[config.mk]
export PLATFORM = sky130hd
export DESIGN_NAME = ulad_dma
export DESIGN_NICKNAME = d
export VERILOG_FILES = /design/src/rtl/ulad_pkg.sv /design/src/rtl/ulad_addr_gen.sv /design/src/rtl/ulad_dma.sv
export SDC_FILE = /design/constraint.sdc
export NUM_CORES = 2
export LEC_CHECK = 0
export BUFFER_PORTS_ARGS = -buffer_cell sky130_fd_sc_hd__buf_2
export CAP_MARGIN = 20
export CORE_ASPECT_RATIO = 1.25
export CORE_MARGIN = 10
export CORE_UTILIZATION = 45
export DETAILED_ROUTE_END_ITERATION = 6
export SYNTH_ARGS = -nofsm -noshare
export SYNTH_HDL_FRONTEND = slang
export SYNTH_HIERARCHICAL = 1
export SYNTH_SLANG_ARGS = --single-unit
[constraint.sdc]
create_clock -name pclk -period 5.1 [get_ports pclk]
set_input_delay 0 -clock pclk [delete_from_list [all_inputs] [get_ports pclk]]
set_output_delay 0 -clock pclk [all_outputs]
set_load 0.05 [all_outputs]
[src/rtl/ulad_pkg.sv]
// Constants and types shared by the uplink antenna transfer engine
package ulad_pkg;
   // Memory geometry
   localparam int MAX_LINKS         = 6;     // Links served by the inbound RAM
   localparam int STREAMS_PER_LINK  = 16;    // Antenna carriers per link
   localparam int OVERSAMPLE        = 2;     // Over-sampling factor, the only one supported
   localparam int BYTES_PER_CHIP    = 2;     // 8-bit I plus 8-bit Q
   localparam int CHIPS_PER_TICK    = 8;     // Chips moved per stream per tick
   localparam int ARRAY_BYTES       = CHIPS_PER_TICK * BYTES_PER_CHIP;
   localparam int REGION_CHIPS      = 32;    // Circular source depth per stream
   localparam int BUF_CHIPS         = 256;   // Chips per destination buffer
   localparam int BUFS_PER_STREAM   = 4;     // Destination buffers per stream
   localparam int OUTER_FRAMES      = BUF_CHIPS * BUFS_PER_STREAM / CHIPS_PER_TICK;
   localparam int REGION_FRAMES     = REGION_CHIPS / CHIPS_PER_TICK;
   localparam int FRAMES_PER_BUF    = BUF_CHIPS / CHIPS_PER_TICK;
   // Address steps in bytes
   localparam int SRC_MIDDLE_STEP   = 16;
   localparam int SRC_OUTER_STEP    = 512;
   localparam int DST_MIDDLE_STEP   = 2048;
   localparam int DST_OUTER_STEP    = 16;
   localparam int LINK_SPAN         = SRC_OUTER_STEP * REGION_FRAMES;
   localparam int SRC_AW            = 14;    // Byte address into 12288-byte inbound RAM
   // Packet-switched control transfer
   localparam int PS_ARRAY_BYTES    = 32;    // 19 control bytes then 13 zero bytes
   localparam int PS_WORDS          = PS_ARRAY_BYTES / ARRAY_BYTES;
   localparam int PS_MIDDLE_COUNT   = 1;
   localparam int PS_OUTER_COUNT    = 8;
   // Register byte offsets
   localparam logic [11:0] REG_CTRL     = 12'h000;
   localparam logic [11:0] REG_STATUS   = 12'h004;
   localparam logic [11:0] REG_PS_SRC   = 12'h008;
   localparam logic [11:0] REG_PS_DST   = 12'h00C;
   localparam logic [11:0] REG_PS_TRIG  = 12'h010;
   localparam logic [11:0] REG_LINK0    = 12'h040;  // First link block
   localparam logic [11:0] LINK_STRIDE  = 12'h010;
   localparam logic [3:0]  LREG_DST     = 4'h4;     // Active destination base
   localparam logic [3:0]  LREG_RELOAD  = 4'h8;     // Reload destination base
   localparam logic [3:0]  LREG_CARRIER = 4'hC;     // Carrier count and progress
   // Field positions
   localparam int CTRL_CHAIN_BIT    = 8;
   localparam int ST_PS_BIT         = 6;
   localparam int ST_BUSY_BIT       = 8;
   localparam int LC_FRAME_LSB      = 8;
   localparam int LC_BUF_LSB        = 16;
   // Reset values
   localparam logic [31:0] CTRL_RST   = 32'h0000_0000;
   localparam logic [31:0] ADDR_RST   = 32'h0000_0000;
   localparam logic [4:0]  CARR_RST   = 5'h00;

   typedef enum logic [2:0] {ST_IDLE, ST_READ, ST_LAT, ST_DATA, ST_WRITE} ulad_state_type;
endpackage

[src/rtl/ulad_addr_gen.sv]
// Source and destination address generator for one array move
module ulad_addr_gen (
   input  wire logic [2:0]                    link,         // Link being served
   input  wire logic [4:0]                    middle_idx,   // Stream array index
   input  wire logic [6:0]                    frame_idx,    // Outer frame index
   input  wire logic [31:0]                   dst_base,     // Active destination base
   output logic      [ulad_pkg::SRC_AW-1:0]   src_addr,     // Inbound RAM byte address
   output logic      [31:0]                   dst_addr      // Local memory byte address
);
   logic [31:0] src_full;
   logic [31:0] frame_wrapped;

   // Source wraps inside the 32-chip region so one descriptor covers the whole buffer
   always_comb
   begin
      frame_wrapped = 32'(frame_idx) % 32'(ulad_pkg::REGION_FRAMES);
      src_full = 32'(link) * 32'(ulad_pkg::LINK_SPAN)
               + frame_wrapped * 32'(ulad_pkg::SRC_OUTER_STEP)
               + 32'(middle_idx) * 32'(ulad_pkg::SRC_MIDDLE_STEP);
      src_addr = src_full[ulad_pkg::SRC_AW-1:0];
      dst_addr = dst_base
               + 32'(middle_idx) * 32'(ulad_pkg::DST_MIDDLE_STEP)
               + 32'(frame_idx) * 32'(ulad_pkg::DST_OUTER_STEP);
   end
endmodule

[src/rtl/ulad_dma.sv]
// Uplink antenna transfer engine: inbound sample RAM to processor local memory
// How it works
// - Each eight-chip tick moves all streams of its own link, or of every enabled link with chaining
// - Four contiguous 256-chip buffers per stream
// - Eight-bit I and Q, two bytes per chip
// - Source region holds 32 chips per stream
// - Sixteen streams per link, six links maximum
// - Over-sampling by two doubles stream arrays
// - 16-byte arrays, middle 2xcarriers, outer 128
// - Source steps 16 middle, 512 outer
// - Destination steps 2048 middle, 16 outer
// - One tick launches whole two-dimensional block
// - Finished link chains to next link
// - Control transfer: two 16-byte words, outer 8
// - Link source addresses wrap within 32-chip region
module ulad_dma #(
   parameter int DW = 128  // Data word width, one 16-byte array
) (
   input  wire logic                          pclk,          // System clock
   input  wire logic                          presetn,       // Asynchronous reset, active low
   input  wire logic                          psel,          // APB select
   input  wire logic                          penable,       // APB access phase
   input  wire logic                          pwrite,        // APB write
   input  wire logic [11:0]                   paddr,         // APB byte address
   input  wire logic [31:0]                   pwdata,        // APB write data
   output logic      [31:0]                   prdata,        // APB read data
   output logic                               pready,        // APB ready
   output logic                               pslverr,       // APB error on unmapped address
   input  wire logic [ulad_pkg::MAX_LINKS-1:0] link_tick,    // Per-link eight-chip tick pulses
   output logic                               src_rd_en,     // Inbound RAM read strobe
   output logic      [ulad_pkg::SRC_AW-1:0]   src_rd_addr,   // Inbound RAM byte address
   input  wire logic [DW-1:0]                 src_rd_data,   // Read data, one cycle after strobe
   output logic                               dst_wr_valid,  // Local memory write request
   output logic      [31:0]                   dst_wr_addr,   // Local memory byte address
   output logic      [DW-1:0]                 dst_wr_data,   // Local memory write data
   input  wire logic                          dst_wr_ready,  // Local memory accepts write
   output logic      [ulad_pkg::MAX_LINKS-1:0] link_done     // Pulse when a link's block is written
);
   localparam int NL = ulad_pkg::MAX_LINKS;

   // Register state
   logic [NL-1:0]              link_en_q;
   logic                       chain_en_q;
   logic [ulad_pkg::SRC_AW-1:0] ps_src_q;
   logic [31:0]                ps_dst_q;
   logic [31:0]                dst_active_q [NL];
   logic [31:0]                reload_q     [NL];
   logic [4:0]                 carriers_q   [NL];
   logic [6:0]                 frame_q      [NL];
   // Engine state
   ulad_pkg::ulad_state_type   state_q;
   logic [NL-1:0]              pending_q;
   logic                       ps_pending_q;
   logic [2:0]                 cur_link_q;
   logic                       is_ps_q;
   logic [4:0]                 mid_q;
   logic [2:0]                 ps_frame_q;
   logic                       ps_word_q;
   // Bus strobes and combinational engine decode
   logic                       wr_acc;
   logic                       setup;
   logic [NL-1:0]              tick_set;
   logic [NL-1:0]              done_clr;
   logic                       ps_trig;
   logic                       ps_done;
   logic [ulad_pkg::SRC_AW-1:0] gen_src;
   logic [31:0]                gen_dst;
   logic [4:0]                 mid_last;
   logic [2:0]                 pick;
   logic                       link_finish;

   // Lowest pending link wins; chaining walks upward from there
   function automatic logic [2:0] first_one(input logic [NL-1:0] v);
      first_one = 3'h0;
      for (int i = NL - 1; i >= 0; i--)
      begin
         if (v[i])
         begin
            first_one = 3'(i);
         end
      end
   endfunction

   // Address decode shared by read and write: link index, or 7 for none
   function automatic logic [2:0] link_of(input logic [11:0] a);
      link_of = 3'h7;
      for (int i = 0; i < NL; i++)
      begin
         if (a[11:4] == 8'((ulad_pkg::REG_LINK0 + 12'(i) * ulad_pkg::LINK_STRIDE) >> 4))
         begin
            link_of = 3'(i);
         end
      end
   endfunction

   function automatic logic mapped(input logic [11:0] a);
      mapped = (a == ulad_pkg::REG_CTRL) || (a == ulad_pkg::REG_STATUS) ||
               (a == ulad_pkg::REG_PS_SRC) || (a == ulad_pkg::REG_PS_DST) ||
               (a == ulad_pkg::REG_PS_TRIG) ||
               ((link_of(a) != 3'h7) && (a[3:0] != 4'h0) && (a[1:0] == 2'b00));
   endfunction

   assign setup  = psel && !penable;
   assign wr_acc = psel && penable && pwrite && pready && !pslverr;
   assign ps_trig = wr_acc && (paddr == ulad_pkg::REG_PS_TRIG) && pwdata[0];

   // Middle count is twice the carrier count, one array per over-sampled stream
   assign mid_last = is_ps_q ? 5'(ulad_pkg::PS_MIDDLE_COUNT - 1)
                             : 5'(carriers_q[cur_link_q] * 5'(ulad_pkg::OVERSAMPLE) - 5'h01);
   assign pick = first_one(pending_q);
   assign link_finish = (state_q == ulad_pkg::ST_WRITE) && dst_wr_ready && !is_ps_q && (mid_q == mid_last);
   assign ps_done = (state_q == ulad_pkg::ST_WRITE) && dst_wr_ready && is_ps_q && ps_word_q;

   ulad_addr_gen u_addr (
      .link       (cur_link_q),
      .middle_idx (mid_q),
      .frame_idx  (frame_q[cur_link_q]),
      .dst_base   (dst_active_q[cur_link_q]),
      .src_addr   (gen_src),
      .dst_addr   (gen_dst)
   );

   // APB answer: ready in every access phase, error for holes in the map
   always_ff @(posedge pclk or negedge presetn)
   begin
      if (!presetn)
      begin
         pready  <= 1'b0;
         pslverr <= 1'b0;
         prdata  <= 32'h0000_0000;
      end
      else
      begin
         pready  <= setup;
         pslverr <= setup && !mapped(paddr);
         prdata  <= 32'h0000_0000;
         if (setup && !pwrite)
         begin
            if (paddr == ulad_pkg::REG_CTRL)
               prdata <= 32'(link_en_q) | (32'(chain_en_q) << ulad_pkg::CTRL_CHAIN_BIT);
            else if (paddr == ulad_pkg::REG_STATUS)
               prdata <= 32'(pending_q) | (32'(ps_pending_q) << ulad_pkg::ST_PS_BIT)
                       | (32'(state_q != ulad_pkg::ST_IDLE) << ulad_pkg::ST_BUSY_BIT);
            else if (paddr == ulad_pkg::REG_PS_SRC)
               prdata <= 32'(ps_src_q);
            else if (paddr == ulad_pkg::REG_PS_DST)
               prdata <= ps_dst_q;
            else if (link_of(paddr) != 3'h7)
            begin
               case (paddr[3:0])
                  ulad_pkg::LREG_DST:     prdata <= dst_active_q[link_of(paddr)];
                  ulad_pkg::LREG_RELOAD:  prdata <= reload_q[link_of(paddr)];
                  ulad_pkg::LREG_CARRIER: prdata <= 32'(carriers_q[link_of(paddr)])
                     | (32'(frame_q[link_of(paddr)]) << ulad_pkg::LC_FRAME_LSB)
                     // Buffer now being filled; the other three belong to the processor
                     | (32'(frame_q[link_of(paddr)][6:5]) << ulad_pkg::LC_BUF_LSB);
                  default:                prdata <= 32'h0000_0000;
               endcase
            end
         end
      end
   end

   // Global control and packet-switched descriptor
   always_ff @(posedge pclk or negedge presetn)
   begin
      if (!presetn)
      begin
         link_en_q  <= NL'(ulad_pkg::CTRL_RST);
         chain_en_q <= 1'b0;
         ps_src_q   <= ulad_pkg::SRC_AW'(ulad_pkg::ADDR_RST);
         ps_dst_q   <= ulad_pkg::ADDR_RST;
      end
      else if (wr_acc)
      begin
         if (paddr == ulad_pkg::REG_CTRL)
         begin
            link_en_q  <= pwdata[NL-1:0];
            chain_en_q <= pwdata[ulad_pkg::CTRL_CHAIN_BIT];
         end
         if (paddr == ulad_pkg::REG_PS_SRC)
            ps_src_q <= pwdata[ulad_pkg::SRC_AW-1:0];
         if (paddr == ulad_pkg::REG_PS_DST)
            ps_dst_q <= pwdata;
      end
   end

   // Per-link descriptors; a written base restarts the frame count
   generate
      for (genvar l = 0; l < NL; l++)
      begin : g_link
         logic sel;
         assign sel = wr_acc && (link_of(paddr) == 3'(l));
         always_ff @(posedge pclk or negedge presetn)
         begin
            if (!presetn)
            begin
               dst_active_q[l] <= ulad_pkg::ADDR_RST;
               reload_q[l]     <= ulad_pkg::ADDR_RST;
               carriers_q[l]   <= ulad_pkg::CARR_RST;
               frame_q[l]      <= 7'h00;
            end
            else if (sel && paddr[3:0] == ulad_pkg::LREG_DST)
            begin
               dst_active_q[l] <= pwdata;
               frame_q[l]      <= 7'h00;
            end
            else if (sel && paddr[3:0] == ulad_pkg::LREG_RELOAD)
               reload_q[l] <= pwdata;
            else if (sel && paddr[3:0] == ulad_pkg::LREG_CARRIER)
               // More than sixteen carriers cannot fit the link's region
               carriers_q[l] <= (pwdata[4:0] > 5'(ulad_pkg::STREAMS_PER_LINK))
                              ? 5'(ulad_pkg::STREAMS_PER_LINK) : pwdata[4:0];
            else if (done_clr[l])
            begin
               if (frame_q[l] == 7'(ulad_pkg::OUTER_FRAMES - 1))
               begin
                  frame_q[l]      <= 7'h00;
                  dst_active_q[l] <= reload_q[l];
               end
               else
                  frame_q[l] <= frame_q[l] + 7'h01;
            end
         end
      end
   endgenerate

   // Tick capture: with chaining, a tick on any enabled link triggers every enabled link
   always_comb
   begin
      tick_set = '0;
      for (int i = 0; i < NL; i++)
      begin
         if (link_tick[i] && link_en_q[i])
            tick_set = tick_set | (chain_en_q ? link_en_q : NL'(1) << i);
      end
   end

   // A tick arriving as its link finishes is kept, since set beats clear
   always_ff @(posedge pclk or negedge presetn)
   begin
      if (!presetn)
      begin
         pending_q    <= '0;
         ps_pending_q <= 1'b0;
      end
      else
      begin
         pending_q    <= (pending_q & ~done_clr) | tick_set;
         ps_pending_q <= (ps_pending_q && !ps_done) || ps_trig;
      end
   end

   // Link finishes after the last array, or at once when it has no carriers
   always_comb
   begin
      done_clr = '0;
      if (link_finish || ((state_q == ulad_pkg::ST_IDLE) && (pending_q != '0) && (carriers_q[pick] == 5'h00)))
         done_clr[link_finish ? cur_link_q : pick] = 1'b1;
   end

   // Engine: read one array, write it, step middle index until the block is done
   always_ff @(posedge pclk or negedge presetn)
   begin
      if (!presetn)
      begin
         state_q      <= ulad_pkg::ST_IDLE;
         cur_link_q   <= 3'h0;
         is_ps_q      <= 1'b0;
         mid_q        <= 5'h00;
         ps_frame_q   <= 3'h0;
         ps_word_q    <= 1'b0;
         src_rd_en    <= 1'b0;
         src_rd_addr  <= '0;
         dst_wr_valid <= 1'b0;
         dst_wr_addr  <= 32'h0000_0000;
         dst_wr_data  <= '0;
         link_done    <= '0;
      end
      else
      begin
         src_rd_en <= 1'b0;
         link_done <= done_clr;
         case (state_q)
            ulad_pkg::ST_IDLE:
            begin
               mid_q     <= 5'h00;
               ps_word_q <= 1'b0;
               if ((pending_q != '0) && (carriers_q[pick] != 5'h00))
               begin
                  cur_link_q <= pick;
                  is_ps_q    <= 1'b0;
                  state_q    <= ulad_pkg::ST_READ;
               end
               else if ((pending_q == '0) && ps_pending_q)
               begin
                  is_ps_q <= 1'b1;
                  state_q <= ulad_pkg::ST_READ;
               end
            end
            ulad_pkg::ST_READ:
            begin
               // Control words come from a FIFO port, so the source address holds
               src_rd_en   <= 1'b1;
               src_rd_addr <= is_ps_q ? ps_src_q : gen_src;
               state_q     <= ulad_pkg::ST_LAT;
            end
            ulad_pkg::ST_LAT:
               state_q <= ulad_pkg::ST_DATA;
            ulad_pkg::ST_DATA:
            begin
               // Each 16-byte link word is eight chips of byte-wide I and Q; control words pass through unchanged
               dst_wr_data  <= src_rd_data;
               dst_wr_addr  <= is_ps_q ? ps_dst_q + 32'(ps_frame_q) * 32'(ulad_pkg::PS_ARRAY_BYTES)
                                                  + 32'(ps_word_q) * 32'(ulad_pkg::ARRAY_BYTES)
                                       : gen_dst;
               dst_wr_valid <= 1'b1;
               state_q      <= ulad_pkg::ST_WRITE;
            end
            ulad_pkg::ST_WRITE:
            begin
               if (dst_wr_ready)
               begin
                  dst_wr_valid <= 1'b0;
                  if (is_ps_q)
                  begin
                     ps_word_q <= !ps_word_q;
                     if (ps_word_q)
                     begin
                        ps_frame_q <= (ps_frame_q == 3'(ulad_pkg::PS_OUTER_COUNT - 1))
                                    ? 3'h0 : ps_frame_q + 3'h1;
                        state_q    <= ulad_pkg::ST_IDLE;
                     end
                     else
                        state_q <= ulad_pkg::ST_READ;
                  end
                  else if (mid_q != mid_last)
                  begin
                     // Whole block runs on one trigger
                     mid_q   <= mid_q + 5'h01;
                     state_q <= ulad_pkg::ST_READ;
                  end
                  else
                     state_q <= ulad_pkg::ST_IDLE;
               end
            end
            default:
               state_q <= ulad_pkg::ST_IDLE;
         endcase
      end
   end
endmodule

==> impl_metrics.tcl <==
set metrics [dict create \
    groute.usage.overall_pct 28.96 \
    core_area_um2 88530 \
    final_cell_mix "dfrtp_1, nand2_1, mux2_2, buf_2, o22ai_1" \
    clkPwrFrac_pct 34.4 \
    finalHoldViolCount 0 \
    syn-cell-area_um2 40170 \
    fin_crit_ns 4.251 \
    crit_arrival_ns 4.81 \
    synth_edf_count 0 \
    syn2layout_area_growth_pct 19.56 \
    drv_slew 0 \
    worstRegToRegCells 12 \
    intPower_uw 11490 \
    cts_sinks 748 \
    cts_tree "done" \
    dieArea_um2 101700 \
    synth_area_leaders "dfrtp_1, mux2_2, nand2_1, o22ai_1, mux4_2" \
    required_ns 5.66 \
    fin_worst_skew_ns 0.02264 \
    dp_hpwl_mm 96.08 \
    dieWidth_um 287.2 \
    final_layout_size_suffix_gt1_share_pct 29.96 \
    p_seq_share_pct 38.8 \
    slew_headroom_pct 31.76 \
    synth-main-ff-cell "dfrtp_1" \
    syn_avg_cell_area_um2 10.34 \
    grt.overflow.total 0 \
    fmax_ghz 0.2352 \
    h-tree-depth 3 \
    vias 34390 \
    grt_start_max_net_pins 154 \
    num_rows 122 \
    grt_pass1_vias 35010 \
    swShare_pct 35.70 \
    combPwrFrac_pct 26.9 \
    yosysWarningCount 6 \
    fin_util_pct 54.25 \
    layout.nets 4544 \
    clk_pin_slew_worst_paths_ns 0.06 \
    path_class "flop to flop" \
    synth.distinct_cells 86 \
    cts-resized-gates 0 \
    ir_worst_vdd_mv 0.4713 \
    antenna_found_initial 7 \
    power.leakage_uw 0.02239 \
    via_per_inst 6.173 \
    fin_cells 5571 \
    yosysSeqAreaShare_pct 46.60 \
    initial_core_util_pct 45.37 \
    postSynthCellCount 3886 \
    min_path_cells 3 \
    wirelength_mm 149.7 \
    maxCapViolCount 0 \
    cts_buffer_depth 3 \
    setup_viol 0 \
    ioPinCount 400 \
    reg2reg_slack_ns 0.85 \
    hp-class "primary input to flop" \
    clockRootBuffer "clkbuf_16" \
    tightest_slew_ns 1.024 \
    grt_pass1_wl_mm 226.2 \
    portBuffers 399 \
    route.detailed.drc 0 \
    critPathMaxFanout 17 \
    drt_first_iter_violations 3337 \
    rsz0062_at_grt "false" \
    p_switching_uw 6381 \
    endpoint_kind "flop" \
    final.period_utilization_pct 83.36 \
    cts_made_buffers 81 \
    critPathLaunchType "flop" \
    dp.cells 5237 \
    synth_top_area_cell "dfrtp_1" \
    status "finished clean" \
    die_h_um 354.0 \
    ant_nets 0 \
    routabilityCongestion 0.9346 \
    final_common_cell "dfrtp_1" \
    insertion_delay_ns 0.68 \
    setup_tns_ns 0 \
    synth_seq_cells 748 \
    ys_async_sr_fraction_pct 100.0 \
    nFillCells 7897 \
    synth_top_area_share_pct 46.60 \
    holdWs_ns 0.03196 \
    wl_per_cell_um 26.87 \
    cellPowerDensity_nw_per_um2 372.2 \
    dr.pass1.iters 6 \
]
## cells in the mapped netlist (27+ instances only)
| cell | count |
|---|---|
| and3_1 | 60 |
| o21bai_1 | 33 |
| buf_1 | 37 |
| inv_1 | 94 |
| mux4_2 | 40 |
| mux2_2 | 525 |
| mux2i_1 | 80 |
| nor2_1 | 147 |
| clkbuf_1 | 236 |
| xnor2_1 | 28 |
| a21oi_1 | 65 |
| a22oi_1 | 80 |
| a221oi_1 | 47 |
| or3b_2 | 27 |
| dfrtp_1 | 748 |
| o21ai_0 | 105 |
| o22ai_1 | 203 |
| nand2_1 | 629 |
| a221oi_2 | 30 |
| o31ai_1 | 37 |
| nor3_1 | 92 |
| nand3_1 | 127 |
## through the flow
stage / worst slack, ns / total power [uW] / instance area (um2)
6_report: 0.8485 / 17880 / 48030
2_1_floorplan: 1.153 / 10370 / 40180
3_5_place_dp: 0.9616 / 11720 / 43380
3_3_place_gp: 0.9613 / 11660 / 43380
5_1_grt: 0.7157 / 18590 / 48020
4_1_cts: 0.9328 / 18000 / 48020
## final timing paths
kind                            startpoint           endpoint
setup / recovery             cur_link_q[0]  dst_active_q[159]
hold / removal                   pwdata[4]  dst_active_q[132]
setup reg to reg             cur_link_q[0]  dst_active_q[159]
hold reg to reg            dst_wr_addr[14]    dst_wr_addr[14]
max in group asynchronous          presetn   dst_wr_data[123]
min in group asynchronous          presetn  dst_active_q[101]
## final cells by class
type | count | area [um2] | area share (%)
Antenna cell | 1 | 2.502 | 0.005211
Clock buffer | 115 | 2407 | 5.013
Clock inverter | 28 | 331.6 | 0.6904
Inverter | 94 | 352.8 | 0.7347
Multi-Input combinational cell | 2721 | 19910 | 41.45
Sequential cell | 748 | 18730 | 38.99
Tap cell | 1178 | 1474 | 3.069
Timing Repair Buffer | 686 | 4825 | 10.05
## critical path: stages (launching register included)
cell and delay (ns):
dfrtp_4 0.54, mux4_2 0.35, nor2b_1 0.31, nor2_1 0.10
ha_1 0.21, xor2_1 0.17, or3_1 0.32, a211oi_2 0.41
buf_4 0.29, a31oi_4 0.13, a211o_2 0.67, buf_12 0.32
a221oi_1 0.29
## power by group through the flow
stage / logic, uW / registers [uW] / clock network, uW
finish: 4800 / 6930 / 6140
CTS: 4820 / 6920 / 6260
global placement: 4680 / 6980 / 0
global route: 5090 / 7010 / 6500
floorplan: 1260 / 9110 / 0
detailed placement: 4700 / 7010 / 0
## repair_timing
action / in CTS / in global routing
endpoints found under the hold margin: 635 / 0
setup buffers: 0 / 0
hold buffers: 190 / 0
## logic make-up (layout without fill, tap and decap cells)
| kind of cell | Yosys count | count (layout) | share of synthesized area [%] |
|---|---|---|---|
| AND/OR/NAND/NOR | 1225 | 1225 | 14.03 |
| AO/OA/AOI/OAI | 760 | 760 | 13.74 |
| flip-flops | 748 | 748 | 46.60 |
| multiplexers | 654 | 654 | 19.22 |
| buffers and inverters | 420 | 923 | 4.407 |
| XOR/XNOR | 50 | 50 | 1.090 |
| adder cells (fa/ha/maj) | 28 | 28 | 0.9095 |
| other | 1 | 5 | 0.009335 |
## routing by layer
metal | GRT usage [%] | wire length, um | up-vias
li1 | - | - | 15000
met1 | 36.73 | 58660 | 17110
met2 | 46.09 | 69260 | 1883
met3 | 6.781 | 14180 | 393
met4 | 13.93 | 7577 | 4
met5 | 0 | 23 | -
## sequential cells by signal, summed over array words and instances (netlist names), 14 cells and up
name and flops:
dst_wr_addr 32, prdata 32, reload_q 192, frame_q 42, ps_dst_q 32, dst_wr_data 128
ps_src_q 14, carriers_q 30, src_rd_addr 14, dst_active_q 192
No activity file was read; power rests on OpenSTA's default activity.
